$ cat src/aie_pkg.sv
/*
 * Shared constants for the audio serial input encoder: framing limits,
 * bit-clock timing of the source end and its Wishbone register map.
 * Assumes both ends run on one 10 MHz system clock that also serves
 * as the pixel clock of the encoding end.
 */
package aie_pkg;
    // Clock and bit-clock timing
    localparam int unsigned CLK_PERIOD_NS = 100;        // System / pixel clock period
    localparam int unsigned SCK_PERIOD_NS = 800;        // Bit clock made by the source
    localparam int unsigned SCK_HALF_CYC  = SCK_PERIOD_NS / (2 * CLK_PERIOD_NS);
    localparam logic [2:0]  SCK_HALF_LAST = 3'(SCK_HALF_CYC - 1);

    // Framing limits, in bit-clock periods
    localparam logic [8:0]  FRAME_MIN     = 9'h008;     // Shortest word-select period
    localparam logic [8:0]  FRAME_MAX     = 9'h100;     // Longest word-select period
    localparam logic [8:0]  LOW_MIN       = 9'h001;     // Shortest low phase
    localparam logic [8:0]  LOW_MAX       = 9'h0ff;     // Longest low phase
    localparam logic [8:0]  COUNT_SAT     = 9'h1ff;     // Counter saturation value

    // Source register map (byte addresses)
    localparam logic [3:0]  REG_CTRL      = 4'h0;       // Enable, frame length, low length
    localparam logic [3:0]  REG_PATTERN   = 4'h4;       // Data word sent in every slot
    localparam logic [3:0]  REG_STATUS    = 4'h8;       // Frames sent
    localparam int unsigned CTRL_EN_BIT   = 0;          // Source enable
    localparam int unsigned CTRL_LEN_LSB  = 8;          // Frame length minus one
    localparam int unsigned CTRL_LOW_LSB  = 16;         // Low phase length minus one
    localparam logic [31:0] CTRL_RESET    = 32'h001f_3f00; // 64-bit frame, 32 low
    localparam logic [31:0] PATTERN_RESET = 32'ha5c3_0f96;
endpackage

$ cat src/aie_link_if.sv
/*
 * Audio link between a source of I2S/TDM frames and the encoding end.
 * Assumes the source drives all three wires and the encoder only reads.
 */
interface aie_link_if;
    logic sck;      // Bit clock, made by the source
    logic ws;       // Word select, frame starts at falling edge
    logic sd;       // Serial data, one bit per bit-clock period

    modport source (output sck, output ws, output sd);
    modport encoder (input sck, input ws, input sd);
endinterface

$ cat src/aie_encoder.sv
/*
 * Encoding end: samples the audio link with the pixel clock, finds
 * frames and emits captured bits as a stream in the pixel clock domain.
 * Assumes clk_i is the pixel clock and the link wires are asynchronous.
 */
// Operation
// - Carry frame rates 8 to 192 kHz
// - Accept 8-32 bit words, 8-256 bit frames
// - Bit clock unrelated to pixel clock
// - Pack audio into one pixel-clocked stream
// - Audio path enabled straight out of reset
// - Disabled path forwards data as auxiliary signal
// - Frame rate bounded by pixel clock capacity
// - High data rate doubles usable capacity
// - Exceed 192 kHz when capacity allows
// - Spread spectrum leaves audio rates unchanged
// - Accept TDM, I2S and non-standard layouts
// - Word-select period 8 to 256 bits
// - Frame starts at falling WS, low 1-255
// - Data captured on selected bit-clock edge
// - Bits carried transparently, meaning ignored
// - Separate WS and SCK polarity settings
// - Data-rate select one picks low range
module aie_encoder
(
    input  wire logic          clk_i,              // Pixel clock
    input  wire logic          rst_i,              // Synchronous reset, high
    aie_link_if.encoder        link,               // Audio link from source
    input  wire logic          audio_disable_i,    // High turns the audio path off
    input  wire logic          ws_invert_i,        // Word select polarity
    input  wire logic          sck_invert_i,       // Capture on falling edge
    input  wire logic          data_rate_select_i, // One selects low data rate
    input  wire logic          flags_clear_i,      // Clears sticky error flags
    output logic               ser_bit_o,          // Stream bit
    output logic               ser_valid_o,        // Stream bit valid pulse
    output logic               ser_first_o,        // Bit opens a frame
    output logic               aux_o,              // Auxiliary level when disabled
    output logic               overrun_o,          // Sticky: rate above capacity
    output logic               frame_err_o,        // Sticky: framing out of limits
    output logic [8:0]         frame_len_o         // Bits in last full frame
);
    // Three-stage synchronisers, index 0 sck, 1 ws, 2 sd
    logic [2:0] sync1_q;           // First stage, read only by second
    logic [2:0] sync2_q;           // Second stage
    logic [2:0] sync3_q;           // Third stage
    logic [2:0] lvl_q;             // Accepted levels
    logic [2:0] lvl_d;             // Next accepted levels
    wire  [2:0] raw_w = {link.sd, link.ws, link.sck};

    // Frame tracking
    logic       ws_prev_q;         // Word select at previous capture
    logic       seen_q;            // A frame start has been seen
    logic [8:0] bit_cnt_q;         // Bits since frame start
    logic [8:0] low_cnt_q;         // Low word-select bits since start

    // One-bit hand-off to the stream slot
    logic       pend_q;            // Bit waiting for a slot
    logic       pend_bit_q;        // The waiting bit
    logic       pend_first_q;      // The waiting bit opens a frame
    logic       slot_q;            // Slot phase for low data rate

    // Synchroniser chain, all three wires see equal latency
    genvar g;
    generate
        for (g = 0; g < 3; g++)
        begin : g_sync
            // Level accepted once second and third stages agree
            assign lvl_d[g] = (sync2_q[g] == sync3_q[g]) ? sync3_q[g] : lvl_q[g];

            // Stages and accepted level
            always_ff @(posedge clk_i)
            begin
                if (rst_i)
                begin
                    sync1_q[g] <= 1'b0;
                    sync2_q[g] <= 1'b0;
                    sync3_q[g] <= 1'b0;
                    lvl_q[g]   <= 1'b0;
                end
                else
                begin
                    sync1_q[g] <= raw_w[g];
                    sync2_q[g] <= sync1_q[g];
                    sync3_q[g] <= sync2_q[g];
                    lvl_q[g]   <= lvl_d[g];
                end
            end
        end
    endgenerate

    // Framing limits at counter width
    localparam logic [8:0] FRAME_MIN_W = aie_pkg::FRAME_MIN;
    localparam logic [8:0] FRAME_MAX_W = aie_pkg::FRAME_MAX;
    localparam logic [8:0] LOW_MIN_W   = aie_pkg::LOW_MIN;
    localparam logic [8:0] LOW_MAX_W   = aie_pkg::LOW_MAX;
    localparam logic [8:0] SAT_W       = aie_pkg::COUNT_SAT;

    // Active bit-clock edge, polarity selectable
    wire cap_w   = (lvl_d[0] != lvl_q[0]) && (lvl_d[0] ^ sck_invert_i);
    // Word select after polarity, sampled at the capture edge
    wire ws_w    = lvl_q[1] ^ ws_invert_i;
    wire sd_w    = lvl_q[2];
    wire start_w = cap_w && ws_prev_q && !ws_w;
    wire en_w    = !audio_disable_i;
    // Any frame shape inside the limits is taken; no layout is assumed
    wire len_bad_w = (bit_cnt_q < FRAME_MIN_W) || (bit_cnt_q > FRAME_MAX_W);
    wire low_bad_w = (low_cnt_q < LOW_MIN_W) || (low_cnt_q > LOW_MAX_W);
    wire bad_w     = start_w && seen_q && (len_bad_w || low_bad_w);

    // Slot is every pixel clock at high rate, every second at low rate.
    // Spread spectrum is not an input here, so the slot cadence and
    // thus the audio bit rate cannot move with it.
    wire slot_w  = !data_rate_select_i || slot_q;
    wire send_w  = pend_q && slot_w;
    // A new bit while the old one still waits means the rate is too high
    wire lost_w  = cap_w && en_w && pend_q && !slot_w;

    // Frame counters, saturating so long frames stay flagged
    always_ff @(posedge clk_i)
    begin
        if (rst_i)
        begin
            ws_prev_q   <= 1'b0;
            seen_q      <= 1'b0;
            bit_cnt_q   <= 9'h000;
            low_cnt_q   <= 9'h000;
            frame_len_o <= 9'h000;
        end
        else if (cap_w)
        begin
            ws_prev_q <= ws_w;
            if (start_w)
            begin
                // Start bit itself is the first low bit
                seen_q      <= 1'b1;
                bit_cnt_q   <= 9'h001;
                low_cnt_q   <= 9'h001;
                frame_len_o <= seen_q ? bit_cnt_q : frame_len_o;
            end
            else
            begin
                bit_cnt_q <= (bit_cnt_q == SAT_W) ? bit_cnt_q : bit_cnt_q + 9'h001;
                // Low phase counted only while word select stays low
                if (!ws_w && !ws_prev_q && low_cnt_q != SAT_W)
                begin
                    low_cnt_q <= low_cnt_q + 9'h001;
                end
            end
        end
    end

    // Pending bit: taken at capture, released at the next slot.
    // No deeper buffer; a rate within limits never needs one.
    always_ff @(posedge clk_i)
    begin
        if (rst_i)
        begin
            pend_q       <= 1'b0;
            pend_bit_q   <= 1'b0;
            pend_first_q <= 1'b0;
            slot_q       <= 1'b0;
        end
        else
        begin
            slot_q <= !slot_q;
            if (cap_w && en_w)
            begin
                // Bit kept as seen, no reordering or interpretation
                pend_q       <= 1'b1;
                pend_bit_q   <= sd_w;
                pend_first_q <= start_w;
            end
            else if (send_w)
            begin
                pend_q <= 1'b0;
            end
        end
    end

    // Stream outputs, all registered
    always_ff @(posedge clk_i)
    begin
        if (rst_i)
        begin
            ser_valid_o <= 1'b0;
            ser_bit_o   <= 1'b0;
            ser_first_o <= 1'b0;
            aux_o       <= 1'b0;
        end
        else
        begin
            ser_valid_o <= send_w && en_w;
            ser_bit_o   <= send_w ? pend_bit_q : ser_bit_o;
            ser_first_o <= send_w && pend_first_q;
            // Disabled path passes the data level straight on
            aux_o       <= en_w ? 1'b0 : sd_w;
        end
    end

    // Sticky flags; a new event wins over a clear in the same cycle
    always_ff @(posedge clk_i)
    begin
        if (rst_i)
        begin
            overrun_o   <= 1'b0;
            frame_err_o <= 1'b0;
        end
        else
        begin
            overrun_o   <= lost_w || (overrun_o && !flags_clear_i);
            frame_err_o <= bad_w || (frame_err_o && !flags_clear_i);
        end
    end
endmodule

$ cat src/flat_wrapper.sv
// flat-port wrapper written by rule: the top's interface ports become plain ports
module aie_encoder_flat 
  (clk_i, rst_i, audio_disable_i, ws_invert_i, sck_invert_i, data_rate_select_i, flags_clear_i, ser_bit_o, ser_valid_o, ser_first_o, aux_o, overrun_o, frame_err_o, frame_len_o, link_sck, link_ws, link_sd);
  aie_link_if link_i ();
  input  wire logic clk_i;
  input  wire logic rst_i;
  input  wire logic audio_disable_i;
  input  wire logic ws_invert_i;
  input  wire logic sck_invert_i;
  input  wire logic data_rate_select_i;
  input  wire logic flags_clear_i;
  output logic ser_bit_o;
  output logic ser_valid_o;
  output logic ser_first_o;
  output logic aux_o;
  output logic overrun_o;
  output logic frame_err_o;
  output logic [8:0] frame_len_o;
  input wire logic [$bits(link_i.sck)-1:0] link_sck;
  input wire logic [$bits(link_i.ws)-1:0] link_ws;
  input wire logic [$bits(link_i.sd)-1:0] link_sd;
  assign link_i.sck = link_sck;
  assign link_i.ws = link_ws;
  assign link_i.sd = link_sd;
  aie_encoder u_core (.clk_i(clk_i), .rst_i(rst_i), .link(link_i), .audio_disable_i(audio_disable_i), .ws_invert_i(ws_invert_i), .sck_invert_i(sck_invert_i), .data_rate_select_i(data_rate_select_i), .flags_clear_i(flags_clear_i), .ser_bit_o(ser_bit_o), .ser_valid_o(ser_valid_o), .ser_first_o(ser_first_o), .aux_o(aux_o), .overrun_o(overrun_o), .frame_err_o(frame_err_o), .frame_len_o(frame_len_o));
endmodule
$ cat config.mk
export PLATFORM = sky130hd
export DESIGN_NAME = aie_encoder_flat
export DESIGN_NICKNAME = d
export VERILOG_FILES = /design/src/aie_pkg.sv /design/src/aie_link_if.sv /design/src/aie_encoder.sv /design/src/flat_wrapper.sv
export SDC_FILE = /design/constraint.sdc
export NUM_CORES = 1
export LEC_CHECK = 0
export BUFFER_PORTS_ARGS = -buffer_cell sky130_fd_sc_hd__buf_2
export CAP_MARGIN = 20
export CORE_MARGIN = 2
export CORE_UTILIZATION = 60
export DETAILED_ROUTE_END_ITERATION = 12
export HOLD_SLACK_MARGIN = 0.1
export PLACE_DENSITY = 0.94
export SLEW_MARGIN = 10
export SYNTH_ARGS = -nofsm -noshare
export SYNTH_HDL_FRONTEND = slang
export SYNTH_SLANG_ARGS = --single-unit
export TNS_END_PERCENT = 20
$ cat constraint.sdc
create_clock -name clk_i -period 3.1 [get_ports clk_i]
set_clock_uncertainty 0.05 [all_clocks]
set_input_delay 0.93 -clock clk_i [delete_from_list [all_inputs] [get_ports clk_i]]
set_output_delay 0.93 -clock clk_i [all_outputs]
set_load 0.005 [all_outputs]
---- Word level (Yosys, flattened, before mapping) ----
Cells that the tools add are included.
word-level totals
  input bits .............................. 10
  word-level logic and storage cells ...... 85
  output and inout bits ................... 15
  bits in registers ....................... 51
operators by class
  equal/unequal tests ..................... 7
  reduce and logical (&&, ||, !) cells .... 35
  muxes and demuxes ....................... 7
  bitwise gates (word level) .............. 3
  add/sub/neg operators ................... 2
  $lt $le $gt $ge ......................... 4
operator list
  kind                                                        count
  2-to-1 mux 9 bit                                            4
  adder 9 x 1 -> 9 bit, second input constant                 2
  logical AND 1 bit                                           15
  equality test 9 bit, second input constant                  1
  > comparator 9 x 8 -> 1 bit, second input constant          1
  > comparator 9 bit, second input constant                   1
  less-than comparator 9 x 1 -> 1 bit, second input constant  1
  less-than comparator 9 x 4 -> 1 bit, second input constant  1
  inequality test 9 bit, second input constant                1
  zero test 1 bit                                             7
  logical OR 1 bit                                            6
  AND reduction 2 bit                                         3
  nonzero test 2 bit                                          2
  equality test 1 bit                                         3
  2-to-1 mux 1 bit                                            3
  AND reduction 3 bit                                         1
  inequality test 2 x 1 -> 1 bit, second input constant       1
  OR reduction 2 bit                                          1
  bitwise XOR 1 bit                                           2
  inequality test 1 bit                                       1
  inverter 1 bit                                              1

---- Depth between registers and ports, before layout ----
  depth in word-level cells ............... 9
  depth in mapped cells ................... 8
  mapped depth without buffers ............ 8

---- Worst setup path before layout ----
Ideal clock, no wire load.
  kind .................................... input to register
  start ................................... input port sck_invert_i
  end ..................................... register u_core.frame_len_o[0]
  arrival ................................. 2003 ps
  data required time ...................... 2922 ps
  slack ................................... 919 ps
  stages on the path ...................... 6
  library setup time ...................... 128 ps
  cell sequence ........................... nand4bb_1 > clkbuf_1 > a211oi_1 > buf_2 > mux2i_1 > nor2_1
on the way
  longest elaborated chain between the ends .. 5
RTL lines
  what                                    line                source
  start: declaration                      flat_wrapper.sv:9   input wire logic sck_invert_i;
  bitwise XOR 1 bit *                     aie_encoder.sv:99   wire cap_w = (lvl_d[0] != lvl_q[0]) && (lvl_d[0] ^ sck_invert_i);
  logical AND 1 bit *                     aie_encoder.sv:99
  logical AND 1 bit (2 in a row)          aie_encoder.sv:103  wire start_w = cap_w && ws_prev_q && !ws_w;
  AND reduction 3 bit (no source line) *  --
  end signal: assignment                  aie_encoder.sv:138  frame_len_o <= seen_q ? bit_cnt_q : frame_len_o;
  end: declaration                        aie_encoder.sv:40   output logic [8:0] frame_len_o
Every way passes the cells marked *; elsewhere a longest branch is shown, timed or not.
A chain may end at the register's enable or synchronous reset.

---- Worst setup path in the final report ----
  start ................................... register u_core.bit_cnt_q[0]
  end ..................................... register u_core.bit_cnt_q[7]
on the way
  longest elaborated chain between the ends .. 3
  elaborated cells between the ends (all ways) .. 6
RTL lines
  what                                                                line                source
  start: declaration                                                  aie_encoder.sv:53   logic [8:0] bit_cnt_q;
  start signal: assignment                                            aie_encoder.sv:142  bit_cnt_q <= (bit_cnt_q == SAT_W) ? bit_cnt_q : bit_cnt_q + 9'h001;
  adder 9 x 1 -> 9 bit or equality test 9 bit (tied branches)         aie_encoder.sv:142
  2-to-1 mux 9 bit or inequality test 2 x 1 -> 1 bit (tied branches)  --
  2-to-1 mux 9 bit or AND reduction 2 bit (tied branches)             --
Several ways; a longest one is shown, not always the timed one. The select of a mux whose other input is x is not followed.

==> flow_summary.json <==
{
  "dpl.hpwl_mm": 2.93,
  "hp-class": "reg -> reg",
  "finalCritPeriodShare": 0.726,
  "min-delay-start": "u_core.sync1_q[1]$_SDFF_PP0_",
  "grt_pass1_wl_mm": 7.04,
  "arrival_ps": 2460,
  "grt.total_usage": 0.217,
  "grt_overflow": 0,
  "path_clk_slew_ps": 150,
  "syn_area_per_cell_um2": 9.45,
  "critical_path_required_ps": 3310,
  "n_antenna_cell": 0,
  "postPlaceCellArea_mm2": 0.00233,
  "fin_crit_ps": 2250,
  "rrSetupSlack_ps": 850,
  "ant_nets": 0,
  "maxSlewHeadroom": 0.600,
  "final_nets": 271,
  "fin_cells": 302,
  "drc": 0,
  "rows": 21,
  "synth_area_mm2": 0.00216,
  "setup_viol": 0,
  "post_drt_via_cell_ratio": 5.72,
  "die_x_um": 64.1,
  "final.setup.tns_ps": 0,
  "fin_hold_ws_ps": 406,
  "syn-num-nets": 245,
  "p_total_mw": 1.09,
  "seq_area_frac_synth": 0.472,
  "status": "completed",
  "r2r_start": "u_core.bit_cnt_q[0]$_SDFFE_PP0P_",
  "rsz0062_at_grt": "false",
  "worstMarginPinSlew_ps": 595,
  "synth_common_cells": "51 x dfxtp_1, 24 x nor2_1, 19 x a21oi_1",
  "cts_inserted_buffers": 5,
  "antenna_found_initial": 0,
  "drt_first_pass_iters": 4,
  "port_buffers": 24,
  "core_area_mm2": 0.00339,
  "synth_top_area_frac": 0.472,
  "drt-initial-drc-count": 93,
  "cellPowerDensity_mw_per_mm2": 450,
  "crit_path_start_kind": "flip-flop",
  "clk_path_buf_depth": 2,
  "drv_slew": 0,
  "fmax_mhz": 444,
  "gp_congestion": 0.894,
  "insertion_delay_ps": 380,
  "synth.largest_area_cell": "dfxtp_1",
  "io_pins": 25,
  "area_delta_synth_final_pct": 11.7,
  "leakagePower_nw": 0.877,
  "synthMostInstantiatedCell": "dfxtp_1",
  "cts_tree": "done",
  "vias": 1726,
  "startpoint": "u_core.bit_cnt_q[0]$_SDFFE_PP0P_",
  "routed_wl_mm": 4.13,
  "clockRootBuffer": "clkbuf_4",
  "htreeDepth": 2,
  "grt_max_degree": 34,
  "die_h_um": 64.1,
  "cts_hold_buf": 0,
  "design_area_mm2": 0.00242,
  "synth_cells": 229,
  "crit_path_end_kind": "flip-flop",
  "hold_viol": 0,
  "fin_util": 0.714,
  "die-area_mm2": 0.00410,
  "ir_worst_vdd_v": 0.000454,
  "critical_path.max_fanout": 7,
  "yosysWarnings": 0,
  "synth-edff-count": 0,
  "grt_pass1_vias": 1600,
  "wl_per_cell_um": 13.7,
  "synth.top_cells.by_area": "dfxtp_1 47%, mux2i_1 6.5%, a21oi_1 4.4%",
  "path_class": "reg -> reg",
  "async_flop_share": 0,
  "cts-resized-gates": 0,
  "ys_ff_latch": 51,
  "max-cap-violations": 0,
  "dp_slack_ps": 564,
  "cts_setup_buffers": 0,
  "start_util": 0.639,
  "fin_ws_ps": 849,
  "ys.flop_type": "dfxtp_1",
  "dp.cells": 294,
  "final_layout_size_suffix_gt1_frac": 0.164,
  "cts_sinks": 51,
  "synth_cell_types": 43
}
[final cells by class]
| cell class | count | area, µm² |
|---|---|---|
| Inverter | 10 | 37.5 |
| Clock buffer | 5 | 37.5 |
| Sequential cell | 51 | 1020 |
| Timing Repair Buffer | 26 | 135 |
| Tap cell | 46 | 57.6 |
| Multi-Input combinational cell | 161 | 1080 |
| Fill cell | 243 | 971 |
| Clock inverter | 3 | 47.5 |
[final timing paths]
| kind | to | cells past startpoint |
|---|---|---|
| min | u_core.sync2_q[1]$_SDFF_PP0_ | 1 |
| max | u_core.bit_cnt_q[7]$_SDFFE_PP0P_ | 7 |
| min reg2reg | u_core.sync2_q[1]$_SDFF_PP0_ | 1 |
| max reg2reg | u_core.bit_cnt_q[7]$_SDFFE_PP0P_ | 7 |
[power breakdown]
part	switching (mW)	internal, mW	total (mW)	leakage [nW]
Combinational	0.0185	0.0109	0.0294	0.419
Clock	0.220	0.174	0.394	0.0458
Sequential	0.00357	0.662	0.665	0.413
Total	0.242	0.847	1.09	0.877
[critical path, stage by stage (launching register included)]
cell and delay [ps]:
dfxtp_1 500, ha_1 260, nand3_1 90, nor2_1 110
ha_1 310, a21boi_0 540, or4_1 200, a21oi_1 60
[kinds of logic after synthesis]
logic type | share of synthesized area
adder cells (fa/ha/maj) | 0.0347
AND/OR/NAND/NOR | 0.212
AO/OA/AOI/OAI | 0.162
XOR/XNOR | 0.0243
flip-flops | 0.472
multiplexers | 0.0647
buffers and inverters | 0.0306
[layout by cell type, fill, tap and decap left out, types with 3 or more instances in the layout]
cell type / count
dfxtp_1: 51
nor2_1: 24
buf_2: 24
a21oi_1: 19
nand2_1: 14
mux2i_1: 14
inv_1: 10
nor2b_1: 10
o21ai_0: 9
or4_1: 7
ha_1: 6
nand3_1: 5
xnor2_1: 5
o31ai_1: 5
nor3_1: 5
clkbuf_4: 5
or3_1: 4
nand2b_1: 3
a211oi_1: 3
[sequential cells by signal, indices dropped and copies added (netlist names), 2 cells and up]
signal and count:
u_core.bit_cnt_q 9, u_core.frame_len_o 9, u_core.low_cnt_q 9, u_core.lvl_q 2, u_core.sync1_q 3, u_core.sync2_q 3, u_core.sync3_q 3
[metal layers]
metal,track usage,vias up,part of all wire
met4,0.0924,0,0.015
met3,0.0458,6,0.032
li1,-,872,-
met2,0.348,27,0.47
met1,0.282,821,0.49
met5,0,-,0
No activity file was read; power rests on OpenSTA's default activity.
